## config.mk

```make
export PLATFORM = sky130hd
export DESIGN_NAME = bus48_fault_response_control
export DESIGN_NICKNAME = d
export VERILOG_FILES = /design/src/verilog/bus48_fault_pkg.sv /design/src/verilog/fault_lane_if.sv /design/src/verilog/fault_response_unit.sv /design/src/verilog/bus48_fault_response_control.sv
export VERILOG_INCLUDE_DIRS = /design/src /design/src/verilog
export SDC_FILE = /design/constraint.sdc
export NUM_CORES = 1
export LEC_CHECK = 0
export BUFFER_PORTS_ARGS = -buffer_cell sky130_fd_sc_hd__buf_2
export CORE_MARGIN = 2
export CORE_UTILIZATION = 35
export CTS_CLUSTER_SIZE = 10
export DETAILED_ROUTE_END_ITERATION = 12
export PLACE_DENSITY = 0.5
export SLEW_MARGIN = 40
export SYNTH_ARGS = -nofsm -noshare
export SYNTH_HDL_FRONTEND = slang
export SYNTH_HIERARCHICAL = 1
export SYNTH_SLANG_ARGS = --single-unit
```

## constraint.sdc

```tcl
create_clock -name core_clk -period 1.95 [get_ports core_clk]
set_input_delay 0.39 -clock core_clk [delete_from_list [all_inputs] [get_ports core_clk]]
set_output_delay 0.39 -clock core_clk [all_outputs]
set_load 0.01 [all_outputs]
```

## src/verilog/bus48_fault_defs.svh

```systemverilog
`ifndef BUS48_FAULT_DEFS_SVH
`define BUS48_FAULT_DEFS_SVH

`define RESP_CTRL_ADDR     8'hB8
`define FAULT_STATUS_ADDR  8'hD7
`define RESP_CTRL_RESET    8'h00
`define FAULT_STATUS_RESET 8'h00
`define NUM_FAULTS         4
`define STATUS_BIT_BASE    4
`define CODE_W             2
`define CLK_FREQ_HZ        100000000
`define HICCUP_DELAY_MS    500
`define MS_TICK_CYCLES     (`CLK_FREQ_HZ / 1000)
`define TICK_CNT_W         17
`define HICCUP_CNT_W       10

`endif

```

## src/verilog/bus48_fault_pkg.sv

```systemverilog
package bus48_fault_pkg;

  typedef enum logic [1:0] {
    RESP_FLAG     = 2'h0,
    RESP_HICCUP   = 2'h1,
    RESP_LATCH    = 2'h2,
    RESP_FLAG_ALT = 2'h3
  } resp_code_t;

  typedef enum logic [3:0] {
    ST_RUN   = 4'h1,
    ST_HOLD  = 4'h2,
    ST_WAIT  = 4'h4,
    ST_LATCH = 4'h8
  } unit_state_t;

endpackage : bus48_fault_pkg

```

## src/verilog/fault_lane_if.sv

```systemverilog
`timescale 1ns/100ps
`default_nettype none
interface fault_lane_if;
  import bus48_fault_pkg::*;
  logic       fault_det;
  resp_code_t code;
  logic       ms_tick;
  logic       restart;
  logic       inhibit;

  modport unit (input fault_det, code, ms_tick, restart, output inhibit);
  modport ctrl (output fault_det, code, ms_tick, restart, input inhibit);
endinterface : fault_lane_if
`default_nettype wire

```

## src/verilog/fault_response_unit.sv

```systemverilog
`timescale 1ns/100ps
`default_nettype none
`include "bus48_fault_defs.svh"
module fault_response_unit
  import bus48_fault_pkg::*;
#(
  parameter int HICCUP_MS = `HICCUP_DELAY_MS,
  parameter int CNT_W     = `HICCUP_CNT_W
) (
  input  wire logic  core_clk,  // System clock
  input  wire logic  rst,       // Synchronous reset, high
  fault_lane_if.unit lane       // One fault lane
);

  unit_state_t      state_q;
  logic [CNT_W-1:0] cnt_q;

  always_ff @(posedge core_clk) begin
    if (rst) begin
      state_q <= ST_RUN;
    end else begin
      case (state_q)
        ST_RUN: begin
          if (lane.fault_det && lane.code == RESP_HICCUP) begin
            state_q <= ST_HOLD;
          end else if (lane.fault_det && lane.code == RESP_LATCH) begin
            state_q <= ST_LATCH;
          end
        end
        ST_HOLD: begin
          if (!lane.fault_det) begin
            state_q <= ST_WAIT;
          end
        end
        ST_WAIT: begin
          if (lane.fault_det) begin
            state_q <= ST_HOLD;
          end else if (cnt_q == CNT_W'(HICCUP_MS)) begin
            state_q <= ST_RUN;
          end
        end
        ST_LATCH: begin
          // Only an enable toggle frees it; a clear fault is not enough
          if (lane.restart && !lane.fault_det) begin
            state_q <= ST_RUN;
          end
        end
        default: state_q <= ST_RUN;
      endcase
    end
  end

  // Counts ms ticks since the fault cleared
  always_ff @(posedge core_clk) begin
    if (rst || state_q != ST_WAIT) begin
      cnt_q <= '0;
    end else if (lane.ms_tick) begin
      cnt_q <= cnt_q + CNT_W'(1);
    end
  end

  // Codes 00 and 11 never leave ST_RUN, so switching keeps going
  assign lane.inhibit = (state_q != ST_RUN);

endmodule : fault_response_unit
`default_nettype wire

```

## src/verilog/bus48_fault_response_control.sv

```systemverilog
// How it works
// - Eight-bit read/write response control register, reset to zero.
// - Bits 1:0 pick output overvoltage response; fault sets status bit 4.
// - Bits 3:2 pick output undervoltage response; fault sets status bit 5.
// - Bits 5:4 pick input overvoltage response; fault sets status bit 6.
// - Bits 7:6 pick input undervoltage response; fault sets status bit 7.
// - Fields apply only when global enable is one; else mode pin code.
// - Code 00 flags the fault and keeps switching.
// - Code 11 behaves the same as code 00.
// - Fault pin pulled low whenever any protection fault is detected.
// - Code 01 stops switching, restarts 500 ms after fault clears.
// - Code 10 stops switching until an enable is toggled while the fault is clear.
`timescale 1ns/100ps
`default_nettype none
`include "bus48_fault_defs.svh"
module bus48_fault_response_control
  import bus48_fault_pkg::*;
#(
  parameter int MS_TICK_CYCLES = `MS_TICK_CYCLES,
  parameter int HICCUP_MS      = `HICCUP_DELAY_MS
) (
  input  wire logic       core_clk,             // System clock
  input  wire logic       rst,                  // Synchronous reset, high
  input  wire logic       reg_wr_en,            // Register write strobe
  input  wire logic       reg_rd_en,            // Register read strobe
  input  wire logic [7:0] reg_addr,             // Register address
  input  wire logic [7:0] reg_wr_data,          // Write data
  output logic      [7:0] reg_rd_data,          // Read data
  output logic            reg_rd_valid,         // Read data valid
  input  wire logic       indiv_resp_en,        // Global per-fault enable
  input  wire logic [1:0] mode_resp_code,       // Response from mode pin
  input  wire logic       pwm_en,               // Switching enable
  input  wire logic       main_en,              // Main enable
  input  wire logic [3:0] fault_det,            // Protection comparators
  output logic            switching_inhibit,    // Stop PWM switching
  output logic            fault_status_pin_n_o, // Fault pin drive value
  output logic            fault_status_pin_n_oe // Fault pin drive enable
);

  localparam int NF = `NUM_FAULTS;
  localparam int CW = `CODE_W;
  // Only the high nibble of the status byte lives here
  localparam logic [7:0] STATUS_RST = `FAULT_STATUS_RESET;

  logic [7:0]             resp_ctrl_q;
  logic [NF-1:0]          status_q;
  logic [`TICK_CNT_W-1:0] tick_cnt_q;
  logic                   ms_tick;
  logic                   pwm_en_q;
  logic                   main_en_q;
  logic                   restart;
  logic                   pin_low_q;
  logic [NF-1:0]          inhibit;

  function automatic logic hit(input logic [7:0] addr,
                               input logic [7:0] target);
    hit = (addr == target);
  endfunction : hit

  always_ff @(posedge core_clk) begin
    if (rst) begin
      resp_ctrl_q <= `RESP_CTRL_RESET;
    end else if (reg_wr_en && hit(reg_addr, `RESP_CTRL_ADDR)) begin
      resp_ctrl_q <= reg_wr_data;
    end
  end

  // Sticky fault status; write one to clear, a new fault wins
  always_ff @(posedge core_clk) begin
    if (rst) begin
      status_q <= STATUS_RST[`STATUS_BIT_BASE +: NF];
    end else begin
      for (int i = 0; i < NF; i++) begin
        if (fault_det[i]) begin
          status_q[i] <= 1'b1;
        end else if (reg_wr_en && hit(reg_addr, `FAULT_STATUS_ADDR) &&
                     reg_wr_data[`STATUS_BIT_BASE + i]) begin
          status_q[i] <= 1'b0;
        end
      end
    end
  end

  always_ff @(posedge core_clk) begin
    if (rst) begin
      reg_rd_data  <= 8'h00;
      reg_rd_valid <= 1'b0;
    end else begin
      reg_rd_valid <= reg_rd_en;
      if (!reg_rd_en) begin
        reg_rd_data <= 8'h00;
      end else if (hit(reg_addr, `RESP_CTRL_ADDR)) begin
        reg_rd_data <= resp_ctrl_q;
      end else if (hit(reg_addr, `FAULT_STATUS_ADDR)) begin
        // Low nibble belongs to the low-voltage bus, not this block
        reg_rd_data <= {status_q, 4'h0};
      end else begin
        reg_rd_data <= 8'h00;
      end
    end
  end

  // Shared ms divider: hiccup delay carries up to one tick of jitter
  always_ff @(posedge core_clk) begin
    if (rst || tick_cnt_q == `TICK_CNT_W'(MS_TICK_CYCLES - 1)) begin
      tick_cnt_q <= '0;
    end else begin
      tick_cnt_q <= tick_cnt_q + `TICK_CNT_W'(1);
    end
  end
  assign ms_tick = (tick_cnt_q == `TICK_CNT_W'(MS_TICK_CYCLES - 1));

  // Any edge of either enable counts as a toggle
  always_ff @(posedge core_clk) begin
    if (rst) begin
      pwm_en_q  <= 1'b0;
      main_en_q <= 1'b0;
    end else begin
      pwm_en_q  <= pwm_en;
      main_en_q <= main_en;
    end
  end
  assign restart = (pwm_en ^ pwm_en_q) | (main_en ^ main_en_q);

  fault_lane_if lane [NF] ();

  for (genvar g = 0; g < NF; g++) begin : g_lane
    assign lane[g].fault_det = fault_det[g];
    // Mode pin code overrides the field while per-fault mode is off
    assign lane[g].code = resp_code_t'(indiv_resp_en ?
                          resp_ctrl_q[g*CW +: CW] :
                          mode_resp_code);
    assign lane[g].ms_tick = ms_tick;
    assign lane[g].restart = restart;
    assign inhibit[g] = lane[g].inhibit;

    fault_response_unit #(
      .HICCUP_MS (HICCUP_MS),
      .CNT_W     (`HICCUP_CNT_W)
    ) u_unit (
      .core_clk (core_clk),
      .rst      (rst),
      .lane     (lane[g])
    );
  end

  assign switching_inhibit = |inhibit;

  // Open drain: only ever pulls low
  always_ff @(posedge core_clk) begin
    if (rst) begin
      pin_low_q <= 1'b0;
    end else begin
      pin_low_q <= |fault_det;
    end
  end
  assign fault_status_pin_n_o  = 1'b0;
  assign fault_status_pin_n_oe = pin_low_q;

endmodule : bus48_fault_response_control
`default_nettype wire

```

# Word-level counts from Yosys, hierarchy flattened
# Cells that the tools add are included.
dict set report totals {
  regBits 97
  in_bits 29
  out_inout_bits 12
  word_cells 163
}
dict set report classes {
  add_sub_neg 5
  eq_ne 55
  n_mux 42
  bitwise 4
  n_reduce_logical 38
}
# cell n
set ops {}
lappend ops {{two-way mux 4 bit} 24}
lappend ops {{one-hot mux 4 bit (4 select lines)} 4}
lappend ops {{adder 10 x 1 -> 10 bit, second input constant} 4}
lappend ops {{== test 10 x 9 -> 1 bit, second input constant} 4}
lappend ops {{logical AND 1 bit} 18}
lappend ops {{adder 17 x 1 -> 17 bit, second input constant} 1}
lappend ops {{== test 17 bit, second input constant} 1}
lappend ops {{== test 4 x 1 -> 1 bit, second input constant} 4}
lappend ops {{== test 4 x 2 -> 1 bit, second input constant} 4}
lappend ops {{== test 4 x 3 -> 1 bit, second input constant} 4}
lappend ops {{== test 4 bit, second input constant} 4}
lappend ops {{== test 8 bit, second input constant} 2}
lappend ops {{two-way mux 8 bit} 2}
lappend ops {{inequality test 4 x 1 -> 1 bit, second input constant} 4}
lappend ops {{inequality test 4 x 3 -> 1 bit, second input constant} 4}
lappend ops {{AND reduction 4 bit} 4}
lappend ops {{inequality test 3 x 1 -> 1 bit, second input constant} 4}
lappend ops {{inequality test 3 x 2 -> 1 bit, second input constant} 4}
lappend ops {{== test 2 x 1 -> 1 bit, second input constant} 4}
lappend ops {{== test 2 bit, second input constant} 4}
lappend ops {{two-way mux 1 bit} 8}
lappend ops {{two-way mux 2 bit} 4}
lappend ops {{inequality test 2 x 1 -> 1 bit, second input constant} 4}
lappend ops {{inequality test 2 bit, second input constant} 4}
lappend ops {{other kinds (8)} 20}

# Longest topological paths before layout
# Gate-level depths: netlist of the first run.
dict set report logic_depth {
  ltp_word 6
  mapped_depth 9
  depth_no_buf 7
}

# Cells and area by module
# The synthesis of the first run kept the hierarchy.
# mod n_inst cells_per_inst area_each_um2 seq_area_each_um2
set modules_own_cells {}
lappend modules_own_cells {fault_response_unit 4 86 755.7 280.3}
lappend modules_own_cells {bus48_fault_response_control 1 192 1823.0 820.8}

# Worst setup path after synthesis of the first run
# Ideal clock, no wire load.
dict set report synth_path {
  path_kind {register -> register}
  from {reg tick_cnt_q[0]}
  to {reg g_lane[0].u_unit.cnt_q[6]}
  setup_ns 0.128
  arrival_ns 1.879
  required_ns 1.822
  path_slack_ns -0.057
  path_stages_with_launch 10
  n_path_buf 2
  synth_period_minus_slack_ns 2.007
  cell_sequence {dfxtp_1 ha_1 and4_1 buf_6 and4_4 and3_1 clkbuf_1 nand4_1 xor2_1 nor2_1}
}
dict set report synth_via {
  elab_chain_len 1
}
# element line
set synth_rtl {}
lappend synth_rtl {{from (decl)} bus48_fault_response_control.sv:47} ;# logic [`TICK_CNT_W-1:0] tick_cnt_q;
lappend synth_rtl {{from (signal assigned)} bus48_fault_response_control.sv:108} ;# tick_cnt_q <= tick_cnt_q + `TICK_CNT_W'(1);
lappend synth_rtl {{== test 17 bit} bus48_fault_response_control.sv:111} ;# assign ms_tick = (tick_cnt_q == `TICK_CNT_W'(MS_TICK_CYCLES - 1));
lappend synth_rtl {{named net lane[0].ms_tick} fault_lane_if.sv:7} ;# logic ms_tick;
lappend synth_rtl {{to (signal assigned)} fault_response_unit.sv:58} ;# cnt_q <= cnt_q + CNT_W'(1);
lappend synth_rtl {{to (decl)} fault_response_unit.sv:16} ;# logic [CNT_W-1:0] cnt_q;
# The timed path passes the listed nets, and every way through them passes these cells.
# A chain may end at the register's enable or synchronous reset.

# Final worst setup path of the first run
dict set report layout_path {
  from {reg g_lane[1].u_unit.state_q[1]}
  to {out switching_inhibit}
}
dict set report layout_via {
  elab_chain_len 2
}
# element line
set layout_rtl {}
lappend layout_rtl {{from (decl)} fault_response_unit.sv:15} ;# unit_state_t state_q;
lappend layout_rtl {{from (signal assigned)} fault_response_unit.sv:20} ;# state_q <= ST_RUN;
lappend layout_rtl {{from (signal assigned)} fault_response_unit.sv:25} ;# state_q <= ST_HOLD;
lappend layout_rtl {{from (signal assigned)} fault_response_unit.sv:27} ;# state_q <= ST_LATCH;
lappend layout_rtl {{inequality test 4 x 1 -> 1 bit} fault_response_unit.sv:63} ;# assign lane.inhibit = (state_q != ST_RUN);
lappend layout_rtl {{named net lane[1].inhibit} fault_lane_if.sv:9} ;# logic inhibit;
lappend layout_rtl {{OR reduction 4 bit} bus48_fault_response_control.sv:147} ;# assign switching_inhibit = |inhibit;
lappend layout_rtl {{to (decl)} bus48_fault_response_control.sv:35} ;# output logic switching_inhibit,
# The timed path passes the listed nets, and every way through them passes these cells.

==> impl_results.html, run 1 <==
<table>
<tr><th>Metric</th><th>Value</th></tr>
<tr><th colspan="2">Timing</th></tr>
<tr><td>Number of setup violations in the final report</td><td>1</td></tr>
<tr><td>Count of final max-slew check failures</td><td>0</td></tr>
<tr><td>Worst setup slack after layout</td><td>-0.311 ns</td></tr>
<tr><td>Highest Clock Rate</td><td>approximately 440 MHz</td></tr>
<tr><td>Total negative slack</td><td>-0.311 ns</td></tr>
<tr><td>Number of failing hold endpoints at the final stage</td><td>0</td></tr>
<tr><td>Share of the cycle needed by the critical path after routing</td><td>116%</td></tr>
<tr><td>RSZ-0062 raised after global routing</td><td>yes</td></tr>
<tr><td>Maximum clock skew at final layout</td><td>between 0.01 and 0.015 ns</td></tr>
<tr><td>Post-layout min period</td><td>around 2.3 ns</td></tr>
<tr><th colspan="2">Layout</th></tr>
<tr><td>Area Growth Syn to Fin</td><td>18.4%</td></tr>
<tr><td>Most common cell after layout, fill and taps aside</td><td>sky130_fd_sc_hd__dfxtp_1</td></tr>
<tr><td>Layout Cell Area excl Fill</td><td>0.00574 mm2</td></tr>
<tr><td>Layout cell share with drive strength beyond 1</td><td>about a fifth</td></tr>
<tr><td>Ant. Diodes</td><td>0</td></tr>
<tr><td>Share of the core filled with cells</td><td>a little over two fifths</td></tr>
<tr><td>Fin nets</td><td>around 640</td></tr>
<tr><td>Most frequent cells in the layout</td><td>95 x sky130_fd_sc_hd__dfxtp_1, 61 x sky130_fd_sc_hd__nor2_1, 47 x sky130_fd_sc_hd__xor2_1</td></tr>
<tr><th colspan="2">Pwr</th></tr>
<tr><td>Internal portion of total power</td><td>between 3 and 4 mW</td></tr>
<tr><td>Switching share of power</td><td>roughly 27%</td></tr>
<tr><td>Tot Pwr</td><td>between 5 and 6 mW</td></tr>
<tr><td>Share of total power in combinational logic</td><td>approximately a quarter</td></tr>
<tr><td>VDD IR max</td><td>0.448 mV</td></tr>
<tr><td>Sequential share of power</td><td>around two fifths</td></tr>
<tr><td>Power spent charging and discharging nets</td><td>roughly 1.5 mW</td></tr>
<tr><td>Clock Power Share</td><td>between 30% and 40%</td></tr>
<tr><td>Pwr dens</td><td>about 940 mW/mm2</td></tr>
<tr><td>Cell leakage power</td><td>between 2 and 2.5 nW</td></tr>
<tr><th colspan="2">Detailed routing</th></tr>
<tr><td>Wire length per cell after detailed routing</td><td>between 10 and 15 um</td></tr>
<tr><td>ANT nets after route</td><td>0</td></tr>
<tr><td>Average vias per placed instance</td><td>approximately 4.9</td></tr>
<tr><td>Via count</td><td>between 3000 and 4000</td></tr>
<tr><td>Number of optimization iterations in the first detailed-route pass</td><td>4</td></tr>
<tr><td>Number of DRC violations after detailed-routing iteration 0</td><td>166</td></tr>
<tr><td>Detailed-route wire length</td><td>a little over 10 mm</td></tr>
<tr><td>DRC violations left</td><td>0</td></tr>
<tr><th colspan="2">Setup path</th></tr>
<tr><td>Slowest-stage cell, CP</td><td>sky130_fd_sc_hd__or4_4</td></tr>
<tr><td>Capture instance of the worst register-to-register path</td><td>g_lane[3].u_unit/state_q[1]</td></tr>
<tr><td>Crit path launch</td><td>g_lane[1].u_unit/state_q[1]</td></tr>
<tr><td>Nature of the critical path startpoint</td><td>register</td></tr>
<tr><td>Worst path max stage delay</td><td>~0.55 ns</td></tr>
<tr><td>Depth of the most critical reg-to-reg path</td><td>7</td></tr>
<tr><td>Crit path kind</td><td>register to output port</td></tr>
<tr><td>Arrival time of data at the critical path endpoint</td><td>~1.9 ns</td></tr>
<tr><td>Largest driver fanout on the critical path</td><td>2</td></tr>
<tr><td>Chain of cells forming the critical path</td><td>or4b_4, or4_4, buf_6</td></tr>
<tr><td>Nature of the critical path endpoint</td><td>output port</td></tr>
<tr><td>Worst setup path endpoint</td><td>switching_inhibit</td></tr>
<tr><td>WP data required</td><td>1.56 ns</td></tr>
<tr><td>Source of the worst register-to-register timing path</td><td>g_lane[3].u_unit/cnt_q[0]</td></tr>
<tr><td>Setup slack of the worst register-to-register path</td><td>~0.11 ns</td></tr>
<tr><th colspan="2">Synthesis</th></tr>
<tr><td>Synthesized area per cell</td><td>between 9 and 10 um2</td></tr>
<tr><td>Netlist Area Pre-Place</td><td>about 0.0048 mm2</td></tr>
<tr><td>Post-Synthesis Net Count</td><td>roughly 570</td></tr>
<tr><td>Distinct cell type count after synthesis</td><td>48</td></tr>
<tr><td>Synth top area share</td><td>roughly 40%</td></tr>
<tr><td>Gate count of the mapped netlist</td><td>around 540</td></tr>
<tr><td>Number of enable-type register cells in the synthesized netlist</td><td>0</td></tr>
<tr><td>Cell type contributing the most total cell area after synthesis</td><td>sky130_fd_sc_hd__dfxtp_1</td></tr>
<tr><td>Sequential share of the synthesized area</td><td>40.1%</td></tr>
<tr><td>FFs w/ async S/R, synth</td><td>0%</td></tr>
<tr><td>Number of warnings printed during yosys synthesis</td><td>6</td></tr>
<tr><td>Number of synthesized register bits</td><td>97</td></tr>
<tr><td>Cells taking the most area after synthesis</td><td>sky130_fd_sc_hd__dfxtp_1 40%, sky130_fd_sc_hd__xor2_1 8.5%, sky130_fd_sc_hd__nor2_1 4.7%, sky130_fd_sc_hd__nand2_1 3.3%, sky130_fd_sc_hd__mux2i_1 3.3%</td></tr>
<tr><td>Primary flip-flop cell chosen by synthesis mapping</td><td>sky130_fd_sc_hd__dfxtp_1</td></tr>
<tr><th colspan="2">Clock network</th></tr>
<tr><td>Clock latency on the worst-skew pair</td><td>between 0.3 and 0.4 ns</td></tr>
<tr><td>Maximum number of buffers from clock root to sink</td><td>2</td></tr>
<tr><td>Root buffer cell</td><td>sky130_fd_sc_hd__clkbuf_16</td></tr>
<tr><td>Number of sinks handled by clock tree synthesis</td><td>97</td></tr>
<tr><td>H-tree level count</td><td>3</td></tr>
<tr><td>Clock transition time at the flip-flop clock pins of the worst setup and hold paths</td><td>about 0.060 ns</td></tr>
<tr><td>Number of buffers created by CTS</td><td>9</td></tr>
<tr><td>TritonCTS clock tree</td><td>done</td></tr>
<tr><td>Hold Buf Count CTS</td><td>0</td></tr>
<tr><th colspan="2">Hold path</th></tr>
<tr><td>Classification of the worst-slack hold path</td><td>input port to register</td></tr>
<tr><th colspan="2">Global routing</th></tr>
<tr><td>Number of antenna violations at the first check in global routing</td><td>1</td></tr>
<tr><td>Pin count of the biggest net entering global routing</td><td>35</td></tr>
<tr><td>Vias in the first global route</td><td>~3700</td></tr>
<tr><td>Wire length of the first global-routing pass</td><td>about 17 mm</td></tr>
<tr><td>Gr ovfl total</td><td>0</td></tr>
<tr><td>Global router's overall resource usage</td><td>about 15%</td></tr>
<tr><th colspan="2">Die</th></tr>
<tr><td>Total number of placement rows</td><td>42</td></tr>
<tr><td>Vertical extent of the die</td><td>between 100 and 150 um</td></tr>
<tr><td>Floorplan die width</td><td>122 um</td></tr>
<tr><td>Total Die Area</td><td>around 0.015 mm2</td></tr>
<tr><td>Effective utilization at floorplan</td><td>a little over a third</td></tr>
<tr><td>I/O Pins</td><td>41</td></tr>
<tr><td>Placeable core region</td><td>0.0134 mm2</td></tr>
<tr><th colspan="2">Placement</th></tr>
<tr><td>Placed cell area</td><td>0.00539 mm2</td></tr>
<tr><td>Last weighted congestion value of the routability-driven placer</td><td>approximately 0.78</td></tr>
<tr><td>Detailed-placement wirelength estimate</td><td>approximately 7.7 mm</td></tr>
<tr><td>Port-buffer cells</td><td>39</td></tr>
<tr><th colspan="2">Status</th></tr>
<tr><td>Result of the run</td><td>finished with violations</td></tr>
<tr><td>Violations in the final reports</td><td>negative setup slack</td></tr>
<tr><th colspan="2">Run</th></tr>
<tr><td>Max-cap violations</td><td>0</td></tr>
</table>
what timing repair did:
item                                    in CTS  in global routing
endpoints found under the setup margin       1                 17
gates resized for setup                      2                  5
setup buffers                                0                  0
synthesized netlist by cell type, types with 7 or more instances:
library cell               number
sky130_fd_sc_hd__nor2_4         8
sky130_fd_sc_hd__and3_1        13
sky130_fd_sc_hd__xnor2_1        7
sky130_fd_sc_hd__clkbuf_1       9
sky130_fd_sc_hd__nand2_1       43
sky130_fd_sc_hd__nor2_1        61
sky130_fd_sc_hd__nor2b_1       18
sky130_fd_sc_hd__nand3_1       25
sky130_fd_sc_hd__dfxtp_1       97
sky130_fd_sc_hd__or4b_4         8
sky130_fd_sc_hd__inv_1         26
sky130_fd_sc_hd__xor2_1        47
sky130_fd_sc_hd__and2_1         9
sky130_fd_sc_hd__o21ai_0       11
sky130_fd_sc_hd__ha_1           9
sky130_fd_sc_hd__a21oi_1       23
sky130_fd_sc_hd__nand4_1       15
sky130_fd_sc_hd__mux2i_1       16
final cells by class:
cell class	count	area (um2)
Tap cell	176	220
Inverter	26	97.6
Clock buffer	10	239
Clock inverter	6	88.8
Timing Repair Buffer	75	484
Multi-Input combinational cell	391	2660
Fill cell	1310	7660
Sequential cell	97	1940
how the worst min path moves through the flow:
| stage | start | to | slack [ns] | cells past startpoint |
|---|---|---|---|---|
| finish | rst | reg_rd_valid | 0.27 | 2 |
| global route | rst | reg_rd_valid | 0.27 | 2 |
| CTS | rst | reg_rd_valid | 0.26 | 2 |
| detailed placement | status_q[0] | reg_rd_data[4] | 0.45 | 1 |
| global placement | status_q[2] | reg_rd_data[6] | 0.44 | 1 |
| floorplan | tick_cnt_q[0] | tick_cnt_q[0] | 0.42 | 1 |
critical path: cells and delay by family, from the launching register on:
| family | cells | cell delay (ns) |
|---|---|---|
| DFF | 1 | 0.31 |
| buffers and inverters | 1 | 0.14 |
| and+or+nand+nor | 2 | 1.08 |
per-layer routing:
metal | GRT usage [%] | wire length (um) | vias to the layer above
met3 | 3.75 | 504 | 9
met1 | 20.1 | 5290 | 1783
met2 | 22.0 | 4170 | 72
li1 | - | - | 1985
met5 | 0 | 0 | -
met4 | 5.17 | 127 | 0
cells by family (layout without fill, tap and decap cells):
kind of cell	count (synthesis)	after routing	synth area share [%]
AND/OR/NAND/NOR	244	244	29.5
flip-flops	97	97	40.1
AO/OA/AOI/OAI	67	67	9.79
XOR/XNOR	54	54	9.76
buffers and inverters	48	117	5.22
multiplexers	16	16	3.30
adder cells (fa/ha/maj)	9	9	2.32
other	1	1	0.0774
sequential cells by signal, summed over array words and instances, names as in the netlist:
| name | count |
|---|---|
| reg_rd_valid | 1 |
| reg_rd_data | 8 |
| fault_status_pin_n_oe | 1 |
| tick_cnt_q | 17 |
| pwm_en_q | 1 |
| resp_ctrl_q | 8 |
| g_lane.u_unit/state_q | 16 |
| status_q | 4 |
| g_lane.u_unit/cnt_q | 40 |
| main_en_q | 1 |
per-stage QoR:
stage	setup WS [ns]	instances	hold WS, ns
5_1_grt	-0.350	781	0.266
2_1_floorplan	0.0395	536	0.422
4_1_cts	-0.338	781	0.258
6_report	-0.311	781	0.270
3_5_place_dp	0.0267	765	0.450
3_3_place_gp	0.0134	765	0.444
power groups by stage:
stage | Clock [mW] | Sequential, mW | Combinational [mW]
floorplan | 0 | 2.25 | 0.760
global placement | 0 | 2.18 | 1.26
finish | 1.92 | 2.14 | 1.31
CTS | 1.98 | 2.14 | 1.31
detailed placement | 0 | 2.19 | 1.26
global route | 2.07 | 2.16 | 1.43
Power figures use the tool's default switching activity.
==> run 2: changes to the inputs <==
--- a/config.mk
+++ b/config.mk
@@ -7,11 +7,13 @@
 export NUM_CORES = 1
 export LEC_CHECK = 0
 export BUFFER_PORTS_ARGS = -buffer_cell sky130_fd_sc_hd__buf_2
+export CELL_PAD_IN_SITES_DETAIL_PLACEMENT = 1
+export CELL_PAD_IN_SITES_GLOBAL_PLACEMENT = 1
 export CORE_MARGIN = 2
 export CORE_UTILIZATION = 35
 export CTS_CLUSTER_SIZE = 10
 export DETAILED_ROUTE_END_ITERATION = 12
-export PLACE_DENSITY = 0.5
+export PLACE_DENSITY = 0.63
 export SLEW_MARGIN = 40
 export SYNTH_ARGS = -nofsm -noshare
 export SYNTH_HDL_FRONTEND = slang
==> impl_results.html, run 2 (synthesis results as in run 1) <==
<table>
<tr><th>Metric</th><th>Value</th></tr>
<tr><th colspan="2">Layout</th></tr>
<tr><td>Area Growth Syn to Fin</td><td>17.9%</td></tr>
<tr><td>Ant. Diodes</td><td>0</td></tr>
<tr><td>Fin nets</td><td>about 630</td></tr>
<tr><td>Number of non-filler instances in the completed layout</td><td>between 700 and 800</td></tr>
<tr><td>Most common cell after layout, fill and taps aside</td><td>sky130_fd_sc_hd__dfxtp_1</td></tr>
<tr><td>Leading registers by flop count</td><td>g_lane.u_unit/cnt_q x40, tick_cnt_q x17, g_lane.u_unit/state_q x16</td></tr>
<tr><td>Largest register FFs</td><td>40</td></tr>
<tr><td>Top reg by flops</td><td>g_lane.u_unit/cnt_q</td></tr>
<tr><td>Layout Cell Area excl Fill</td><td>between 0.005 and 0.006 mm2</td></tr>
<tr><td>Most frequent cells in the layout</td><td>96 x sky130_fd_sc_hd__dfxtp_1, 61 x sky130_fd_sc_hd__nor2_1, 47 x sky130_fd_sc_hd__xor2_1</td></tr>
<tr><td>Layout cell share with drive strength beyond 1</td><td>20.0%</td></tr>
<tr><th colspan="2">Clock network</th></tr>
<tr><td>H-tree level count</td><td>3</td></tr>
<tr><td>Root buffer cell</td><td>sky130_fd_sc_hd__clkbuf_16</td></tr>
<tr><td>Maximum number of buffers from clock root to sink</td><td>2</td></tr>
<tr><td>Clock latency on the worst-skew pair</td><td>around 0.35 ns</td></tr>
<tr><td>Clock transition time at the flip-flop clock pins of the worst setup and hold paths</td><td>about 0.070 ns</td></tr>
<tr><td>Postcts setup bufs</td><td>0</td></tr>
<tr><td>Number of sinks handled by clock tree synthesis</td><td>slightly below 100</td></tr>
<tr><td>Number of buffers created by CTS</td><td>9</td></tr>
<tr><td>TritonCTS clock tree</td><td>done</td></tr>
<tr><th colspan="2">Global routing</th></tr>
<tr><td>Number of antenna violations at the first check in global routing</td><td>0</td></tr>
<tr><td>Global router's overall resource usage</td><td>16.2%</td></tr>
<tr><td>M2 GR Usage</td><td>a little over a quarter</td></tr>
<tr><td>Met3 demand-to-capacity share in global routing</td><td>under 10%</td></tr>
<tr><td>Met1 demand-to-capacity share in global routing</td><td>around a fifth</td></tr>
<tr><td>Gr ovfl total</td><td>0</td></tr>
<tr><td>Pin count of the biggest net entering global routing</td><td>26</td></tr>
<tr><td>Busiest grt layer</td><td>met2</td></tr>
<tr><td>Vias in the first global route</td><td>between 4000 and 5000</td></tr>
<tr><td>Wire length of the first global-routing pass</td><td>19.2 mm</td></tr>
<tr><th colspan="2">Detailed routing</th></tr>
<tr><td>Wire length per cell after detailed routing</td><td>between 10 and 15 um</td></tr>
<tr><td>Detailed-route wire length</td><td>~11 mm</td></tr>
<tr><td>DRC violations left</td><td>0</td></tr>
<tr><td>Via count</td><td>just under 4000</td></tr>
<tr><td>Average vias per placed instance</td><td>5.03</td></tr>
<tr><td>Number of optimization iterations in the first detailed-route pass</td><td>4</td></tr>
<tr><td>ANT nets after route</td><td>0</td></tr>
<tr><td>Number of DRC violations after detailed-routing iteration 0</td><td>~160</td></tr>
<tr><th colspan="2">Status</th></tr>
<tr><td>Result of the run</td><td>finished with violations</td></tr>
<tr><td>Violations in the final reports</td><td>negative setup slack</td></tr>
<tr><th colspan="2">Die</th></tr>
<tr><td>Total number of placement rows</td><td>42</td></tr>
<tr><td>Total Die Area</td><td>roughly 0.015 mm2</td></tr>
<tr><td>I/O Pins</td><td>between 40 and 50</td></tr>
<tr><td>Placeable core region</td><td>between 0.01 and 0.015 mm2</td></tr>
<tr><td>Vertical extent of the die</td><td>around 120 um</td></tr>
<tr><td>Floorplan die width</td><td>roughly 120 um</td></tr>
<tr><td>Effective utilization at floorplan</td><td>36.2%</td></tr>
<tr><th colspan="2">Setup path</th></tr>
<tr><td>Nature of the critical path endpoint</td><td>output port</td></tr>
<tr><td>WP data required</td><td>between 1.5 and 2 ns</td></tr>
<tr><td>Arrival time of data at the critical path endpoint</td><td>about 1.9 ns</td></tr>
<tr><td>Source of the worst register-to-register timing path</td><td>tick_cnt_q[1]</td></tr>
<tr><td>Slowest-stage cell, CP</td><td>sky130_fd_sc_hd__or4_4</td></tr>
<tr><td>Capture instance of the worst register-to-register path</td><td>g_lane[0].u_unit/cnt_q[6]</td></tr>
<tr><td>Largest driver fanout on the critical path</td><td>2</td></tr>
<tr><td>Worst path max stage delay</td><td>0.56 ns</td></tr>
<tr><td>Setup slack of the worst register-to-register path</td><td>around 0.11 ns</td></tr>
<tr><td>Depth of the most critical reg-to-reg path</td><td>7</td></tr>
<tr><td>Nature of the critical path startpoint</td><td>register</td></tr>
<tr><td>Crit path kind</td><td>register to output port</td></tr>
<tr><td>Chain of cells forming the critical path</td><td>or4b_4, or4_4, buf_6</td></tr>
<tr><th colspan="2">Placement</th></tr>
<tr><td>Placed cell area</td><td>between 0.005 and 0.006 mm2</td></tr>
<tr><td>Worst slack at placement</td><td>0.0182 ns</td></tr>
<tr><td>Port-buffer cells</td><td>39</td></tr>
<tr><td>Last weighted congestion value of the routability-driven placer</td><td>roughly 0.77</td></tr>
<tr><td>Detailed-placement wirelength estimate</td><td>~8.6 mm</td></tr>
<tr><td>Post-placement cell count</td><td>between 700 and 800</td></tr>
<tr><th colspan="2">Pwr</th></tr>
<tr><td>Cell leakage power</td><td>approximately 2.3 nW</td></tr>
<tr><td>VDD IR max</td><td>0.555 mV</td></tr>
<tr><td>Pwr dens</td><td>943 mW/mm2</td></tr>
<tr><th colspan="2">Timing</th></tr>
<tr><td>RSZ-0062 raised after global routing</td><td>yes</td></tr>
<tr><td>Number of failing hold endpoints at the final stage</td><td>0</td></tr>
<tr><td>Count of final max-slew check failures</td><td>0</td></tr>
<tr><td>Worst setup slack after layout</td><td>-0.322 ns</td></tr>
<tr><td>Highest Clock Rate</td><td>between 400 and 500 MHz</td></tr>
<tr><td>Number of setup violations in the final report</td><td>1</td></tr>
<tr><td>Maximum clock skew at final layout</td><td>0.00557 ns</td></tr>
<tr><td>Share of the cycle needed by the critical path after routing</td><td>117%</td></tr>
<tr><td>Post-layout min period</td><td>approximately 2.3 ns</td></tr>
<tr><td>Total negative slack</td><td>-0.322 ns</td></tr>
<tr><td>Worst slack on hold paths</td><td>~0.28 ns</td></tr>
<tr><th colspan="2">Hold path</th></tr>
<tr><td>Worst hold path stage count</td><td>3</td></tr>
<tr><td>Worst Hold Launch</td><td>reg_wr_data[2]</td></tr>
<tr><td>Classification of the worst-slack hold path</td><td>input port to register</td></tr>
<tr><td>WHS Endpoint</td><td>resp_ctrl_q[2]</td></tr>
<tr><th colspan="2">Run</th></tr>
<tr><td>Max-cap violations</td><td>0</td></tr>
</table>
run 2: cell types whose count changed in the layout (fill, tap and decap cells not counted), sizes merged:
cell	change
buf	-6
clkinvlp	-2
clkbuf	+1
inv	-1
clkinv	+2
run 2: worst max-delay path: cells and delay by family, from the launching register on:
| family | cells | cell delay [ns] |
|---|---|---|
| and+or+nand+nor | 2 | 1.09 |
| DFF | 1 | 0.31 |
| buffers and inverters | 1 | 0.14 |
run 2: worst max-delay path by stage:
stage,cells past startpoint,from,slack (ns),end
final,3,g_lane[1].u_unit/state_q[1],-0.32,switching_inhibit
after global placement,3,g_lane[1].u_unit/state_q[1],0.03,switching_inhibit
after detailed placement,3,g_lane[1].u_unit/state_q[1],0.02,switching_inhibit
after floorplan,3,g_lane[1].u_unit/state_q[1],0.04,switching_inhibit
after CTS,3,g_lane[1].u_unit/state_q[1],-0.34,switching_inhibit
after global routing,3,g_lane[1].u_unit/state_q[1],-0.36,switching_inhibit
run 2: per-stage QoR:
step / util [%] / total power [mW]
after floorplan: - / 3.01
after global placement: 40.0 / 3.42
after detailed placement: 40.0 / 3.48
after CTS: 42.5 / 5.46
after global routing: 42.6 / 5.68
final: 42.6 / 5.39
run 2: routing by layer:
metal / routed length (um) / vias to the layer above / share of wire (%)
met1: 5430 / 1861 / 48
li1: - / 1970 / -
met2: 5250 / 58 / 46
met3: 452 / 12 / 4.0
met4: 193 / 0 / 1.7
met5: 0 / - / 0
run 2: report_power, final:
part | internal [mW] | switching (mW)
combinational | 0.626 | 0.692
sequential | 2.09 | 0.0548
clock | 1.16 | 0.761
total | 3.88 | 1.51
run 2: final cells by class:
type | count | area (um2)
clock inverter | 5 | 78.8
clock buffer | 11 | 243
inverter | 26 | 97.6
fill | 1585 | 7690
sequential | 97 | 1940
timing repair buffer | 69 | 452
tap | 176 | 220
multi-input combinational | 391 | 2680
run 2: timing repair:
item / 4_1_cts / 5_1_grt
pin swaps: 0 / 1
endpoints found under the setup margin: 1 / 18
resized for setup: 2 / 8
hold buffers: 0 / 0
cloned: 0 / 0
==> run 3: changes to the inputs <==
--- a/config.mk
+++ b/config.mk
@@ -6,6 +6,7 @@
 export SDC_FILE = /design/constraint.sdc
 export NUM_CORES = 1
 export LEC_CHECK = 0
+export ABC_AREA = 1
 export BUFFER_PORTS_ARGS = -buffer_cell sky130_fd_sc_hd__buf_2
 export CELL_PAD_IN_SITES_DETAIL_PLACEMENT = 1
 export CELL_PAD_IN_SITES_GLOBAL_PLACEMENT = 1
@@ -13,7 +14,7 @@
 export CORE_UTILIZATION = 35
 export CTS_CLUSTER_SIZE = 10
 export DETAILED_ROUTE_END_ITERATION = 12
-export PLACE_DENSITY = 0.63
+export PLACE_DENSITY = 0.65
 export SLEW_MARGIN = 40
 export SYNTH_ARGS = -nofsm -noshare
 export SYNTH_HDL_FRONTEND = slang
==> impl_results.html, run 3 <==
<table>
<tr><th>Metric</th><th>Value</th></tr>
<tr><th colspan="2">Placement</th></tr>
<tr><td>Detailed-placement wirelength estimate</td><td>about 10 mm</td></tr>
<tr><td>Post-placement cell count</td><td>about 1000</td></tr>
<tr><td>Worst slack at placement</td><td>slightly below 0.009 ns</td></tr>
<tr><td>Last weighted congestion value of the routability-driven placer</td><td>between 0.7 and 0.8</td></tr>
<tr><td>Port-buffer cells</td><td>39</td></tr>
<tr><th colspan="2">Timing</th></tr>
<tr><td>Worst slack on hold paths</td><td>roughly 0.27 ns</td></tr>
<tr><td>Worst setup slack after layout</td><td>-0.0443 ns</td></tr>
<tr><td>Number of failing hold endpoints at the final stage</td><td>0</td></tr>
<tr><td>Count of final max-slew check failures</td><td>0</td></tr>
<tr><td>Number of setup violations in the final report</td><td>1</td></tr>
<tr><td>Worst slew pin tran</td><td>roughly 0.57 ns</td></tr>
<tr><td>Share of the cycle needed by the critical path after routing</td><td>102%</td></tr>
<tr><td>Maximum clock skew at final layout</td><td>about 0.0053 ns</td></tr>
<tr><td>Max-slew headroom</td><td>between 60 and 70%</td></tr>
<tr><td>Highest Clock Rate</td><td>about 500 MHz</td></tr>
<tr><td>RSZ-0062 raised after global routing</td><td>yes</td></tr>
<tr><td>Post-layout min period</td><td>1.99 ns</td></tr>
<tr><th colspan="2">Clock network</th></tr>
<tr><td>H-tree level count</td><td>3</td></tr>
<tr><td>Clock latency on the worst-skew pair</td><td>around 0.34 ns</td></tr>
<tr><td>Maximum number of buffers from clock root to sink</td><td>2</td></tr>
<tr><td>Root buffer cell</td><td>sky130_fd_sc_hd__clkbuf_16</td></tr>
<tr><td>Clock transition time at the flip-flop clock pins of the worst setup and hold paths</td><td>about 0.07 ns</td></tr>
<tr><td>TritonCTS clock tree</td><td>done</td></tr>
<tr><td>Hold Buf Count CTS</td><td>0</td></tr>
<tr><td>Number of buffers created by CTS</td><td>9</td></tr>
<tr><td>Number of sinks handled by clock tree synthesis</td><td>97</td></tr>
<tr><th colspan="2">Die</th></tr>
<tr><td>Total number of placement rows</td><td>45</td></tr>
<tr><td>Effective utilization at floorplan</td><td>a little over a third</td></tr>
<tr><td>Total Die Area</td><td>0.0163 mm2</td></tr>
<tr><td>Floorplan die width</td><td>roughly 130 um</td></tr>
<tr><td>Vertical extent of the die</td><td>128 um</td></tr>
<tr><td>Placeable core region</td><td>around 0.015 mm2</td></tr>
<tr><td>I/O Pins</td><td>about 40</td></tr>
<tr><th colspan="2">Setup path</th></tr>
<tr><td>WP data required</td><td>1.56 ns</td></tr>
<tr><td>Slowest-stage cell, CP</td><td>sky130_fd_sc_hd__or4_4</td></tr>
<tr><td>Arrival time of data at the critical path endpoint</td><td>approximately 1.6 ns</td></tr>
<tr><td>Largest driver fanout on the critical path</td><td>3</td></tr>
<tr><td>Chain of cells forming the critical path</td><td>nor2_4, nand3_4, or4_4, buf_6</td></tr>
<tr><td>Nature of the critical path startpoint</td><td>register</td></tr>
<tr><td>Crit path kind</td><td>register to output port</td></tr>
<tr><td>Buffers &amp; Inverters on Critical Path</td><td>1</td></tr>
<tr><td>Worst path max stage delay</td><td>approximately 0.54 ns</td></tr>
<tr><td>Crit-path leading delay family</td><td>simple AND/OR/NAND/NOR gates</td></tr>
<tr><td>Nature of the critical path endpoint</td><td>output port</td></tr>
<tr><th colspan="2">Synthesis</th></tr>
<tr><td>Number of enable-type register cells in the synthesized netlist</td><td>0</td></tr>
<tr><td>Cell type contributing the most total cell area after synthesis</td><td>sky130_fd_sc_hd__dfxtp_1</td></tr>
<tr><td>Complex-gate fraction of the synthesized area</td><td>about 8.9%</td></tr>
<tr><td>Adder-cell share of the synthesized area</td><td>approximately 2.1%</td></tr>
<tr><td>Distinct cell type count after synthesis</td><td>38</td></tr>
<tr><td>Sequential share of the synthesized area</td><td>around 36%</td></tr>
<tr><td>Simple-gate share of the synthesized area</td><td>between 40 and 50%</td></tr>
<tr><td>Number of synthesized register bits</td><td>between 90 and 100</td></tr>
<tr><td>Gate count of the mapped netlist</td><td>approximately 730</td></tr>
<tr><td>Largest family of logic cells by synthesized area</td><td>simple AND/OR/NAND/NOR gates</td></tr>
<tr><td>Netlist Area Pre-Place</td><td>around 0.0053 mm2</td></tr>
<tr><td>Fraction of synthesized area in multiplexers</td><td>0%</td></tr>
<tr><td>Most frequent cells after synthesis</td><td>134 x sky130_fd_sc_hd__nand2_1, 127 x sky130_fd_sc_hd__inv_1, 97 x sky130_fd_sc_hd__dfxtp_1</td></tr>
<tr><td>Synthesized area per cell</td><td>roughly 7.3 um2</td></tr>
<tr><td>Cell with the most instances after synthesis</td><td>sky130_fd_sc_hd__nand2_1</td></tr>
<tr><td>Primary flip-flop cell chosen by synthesis mapping</td><td>sky130_fd_sc_hd__dfxtp_1</td></tr>
<tr><td>Post-Synthesis Net Count</td><td>769</td></tr>
<tr><td>Cells taking the most area after synthesis</td><td>sky130_fd_sc_hd__dfxtp_1 36%, sky130_fd_sc_hd__nand2_1 9.4%, sky130_fd_sc_hd__inv_1 8.9%, sky130_fd_sc_hd__nor2_1 5.0%, sky130_fd_sc_hd__nand3_1 5.0%</td></tr>
<tr><td>Post-synthesis xor/xnor area fraction</td><td>1.15%</td></tr>
<tr><td>FFs w/ async S/R, synth</td><td>0%</td></tr>
<tr><td>Number of warnings printed during yosys synthesis</td><td>6</td></tr>
<tr><td>Synth top area share</td><td>a little over a third</td></tr>
<tr><th colspan="2">Detailed routing</th></tr>
<tr><td>Wire length per cell after detailed routing</td><td>roughly 13 um</td></tr>
<tr><td>Detailed-route wire length</td><td>13.2 mm</td></tr>
<tr><td>DRC violations left</td><td>0</td></tr>
<tr><td>Number of DRC violations after detailed-routing iteration 0</td><td>between 100 and 150</td></tr>
<tr><td>ANT nets after route</td><td>0</td></tr>
<tr><td>Average vias per placed instance</td><td>~4.8</td></tr>
<tr><td>Number of optimization iterations in the first detailed-route pass</td><td>4</td></tr>
<tr><td>Via count</td><td>roughly 4900</td></tr>
<tr><th colspan="2">Run</th></tr>
<tr><td>Max-cap violations</td><td>0</td></tr>
<tr><th colspan="2">Pwr</th></tr>
<tr><td>Switching share of power</td><td>between 30 and 40%</td></tr>
<tr><td>VDD IR max</td><td>around 0.51 mV</td></tr>
<tr><td>Tot Pwr</td><td>between 6 and 7 mW</td></tr>
<tr><td>Pwr dens</td><td>975 mW/mm2</td></tr>
<tr><td>Internal portion of total power</td><td>4.40 mW</td></tr>
<tr><td>Cell leakage power</td><td>2.67 nW</td></tr>
<tr><td>Share of total power in combinational logic</td><td>~28%</td></tr>
<tr><td>Clock Power Share</td><td>a little over a third</td></tr>
<tr><td>Power spent charging and discharging nets</td><td>between 1.5 and 2 mW</td></tr>
<tr><td>Sequential share of power</td><td>36.5%</td></tr>
<tr><th colspan="2">Global routing</th></tr>
<tr><td>Vias in the first global route</td><td>~5000</td></tr>
<tr><td>Wire length of the first global-routing pass</td><td>22.3 mm</td></tr>
<tr><td>Number of antenna violations at the first check in global routing</td><td>0</td></tr>
<tr><td>Gr ovfl total</td><td>0</td></tr>
<tr><td>Global router's overall resource usage</td><td>~17%</td></tr>
<tr><td>Pin count of the biggest net entering global routing</td><td>18</td></tr>
<tr><th colspan="2">Layout</th></tr>
<tr><td>Largest register FFs</td><td>40</td></tr>
<tr><td>Share of the core filled with cells</td><td>between 40% and 50%</td></tr>
<tr><td>Most common cell after layout, fill and taps aside</td><td>sky130_fd_sc_hd__nand2_1</td></tr>
<tr><td>Top reg by flops</td><td>g_lane.u_unit/cnt_q</td></tr>
<tr><td>Leading registers by flop count</td><td>g_lane.u_unit/cnt_q x40, tick_cnt_q x17, g_lane.u_unit/state_q x16</td></tr>
<tr><td>Layout cell share with drive strength beyond 1</td><td>26.2%</td></tr>
<tr><td>Area Growth Syn to Fin</td><td>21.6%</td></tr>
<tr><td>Number of non-filler instances in the completed layout</td><td>1006</td></tr>
<tr><td>Fin nets</td><td>between 800 and 900</td></tr>
<tr><td>Ant. Diodes</td><td>0</td></tr>
<tr><td>Most frequent cells in the layout</td><td>131 x sky130_fd_sc_hd__nand2_1, 125 x sky130_fd_sc_hd__inv_1, 87 x sky130_fd_sc_hd__dfxtp_1</td></tr>
<tr><th colspan="2">Hold path</th></tr>
<tr><td>Classification of the worst-slack hold path</td><td>input port to register</td></tr>
<tr><th colspan="2">Status</th></tr>
<tr><td>Violations in the final reports</td><td>negative setup slack</td></tr>
<tr><td>Result of the run</td><td>finished with violations</td></tr>
</table>
run 3: cell count changes after synthesis, sizes merged, moves of 9 or more:
cell,previous run,this run
xor2,47,4
clkbuf,9,0
and3,13,4
nor2,71,118
o21ai,11,34
nand2,43,141
nand4,15,24
nor3,0,14
inv,26,132
nand3,25,74
nor2b,19,0
mux2i,16,0
a21oi,23,44
run 3: logic make-up (layout without fill, tap and decap cells):
logic type                 Yosys count  count (layout)
buffers and inverters              140             227
DFF                                 97              97
other                                1               1
and+or+nand+nor                    389             389
adders and majority gates            9               9
AOI/OAI and AO/OA                   88              88
xor gates and xnor gates             7               7
run 3: area by class of cell:
class | instances | area, um2
timing repair buffer | 76 | 479
timing repair inverter | 1 | 5.00
tap | 188 | 235
clock inverter | 5 | 125
multi-input combinational | 494 | 2930
inverter | 134 | 507
fill | 1879 | 8540
clock buffer | 11 | 253
sequential | 97 | 1960
run 3: path summary, 6_finish.rpt:
kind	cells after the start	start	slack [ns]	endpoint
max	4	g_lane[1].u_unit/state_q[3]	-0.04	switching_inhibit
max reg2reg	12	tick_cnt_q[1]	0.16	g_lane[0].u_unit/cnt_q[5]
min	3	main_en	0.27	main_en_q
min reg2reg	2	status_q[2]	0.47	status_q[2]
run 3: worst register-to-register path: stages, from the launching register on:
cell and delay (ns):
sky130_fd_sc_hd__dfxtp_2 0.34, sky130_fd_sc_hd__ha_2 0.19, sky130_fd_sc_hd__nand3_2 0.10, sky130_fd_sc_hd__inv_2 0.10, sky130_fd_sc_hd__nand3_4 0.11, sky130_fd_sc_hd__clkinvlp_4 0.20, sky130_fd_sc_hd__nand2_1 0.09, sky130_fd_sc_hd__nor2_2 0.13
sky130_fd_sc_hd__nand2_2 0.09, sky130_fd_sc_hd__inv_1 0.08, sky130_fd_sc_hd__nand2_1 0.06, sky130_fd_sc_hd__o21ai_0 0.14, sky130_fd_sc_hd__a21oi_1 0.06
run 3: metal layers:
metal,global-route usage (%),wire length [um]
met5,0,0
met2,29.9,6850
met4,5.75,155
met1,20.0,5970
met3,2.51,208
run 3: through the flow:
step	area [um2]	TNS (ns)
floorplan	5350	0
global placement	5860	0
detailed placement	5860	0
CTS	6310	-0.0696
global route	6490	-0.148
finish	6490	-0.0443
run 3: power by group through the flow:
stage / registers [mW] / clock network [mW] / logic (mW)
finish: 2.31 / 2.22 / 1.79
floorplan: 2.32 / 0 / 1.19
global route: 2.33 / 2.36 / 1.98
global placement: 2.34 / 0 / 1.44
CTS: 2.31 / 2.29 / 1.65
detailed placement: 2.35 / 0 / 1.49
run 3: timing repair:
item                                    CTS  global route
pin swaps                                 5             6
endpoints found under the setup margin    2            25
setup buffers                             8            10
cloned                                    0             1
resized for setup                         8            32
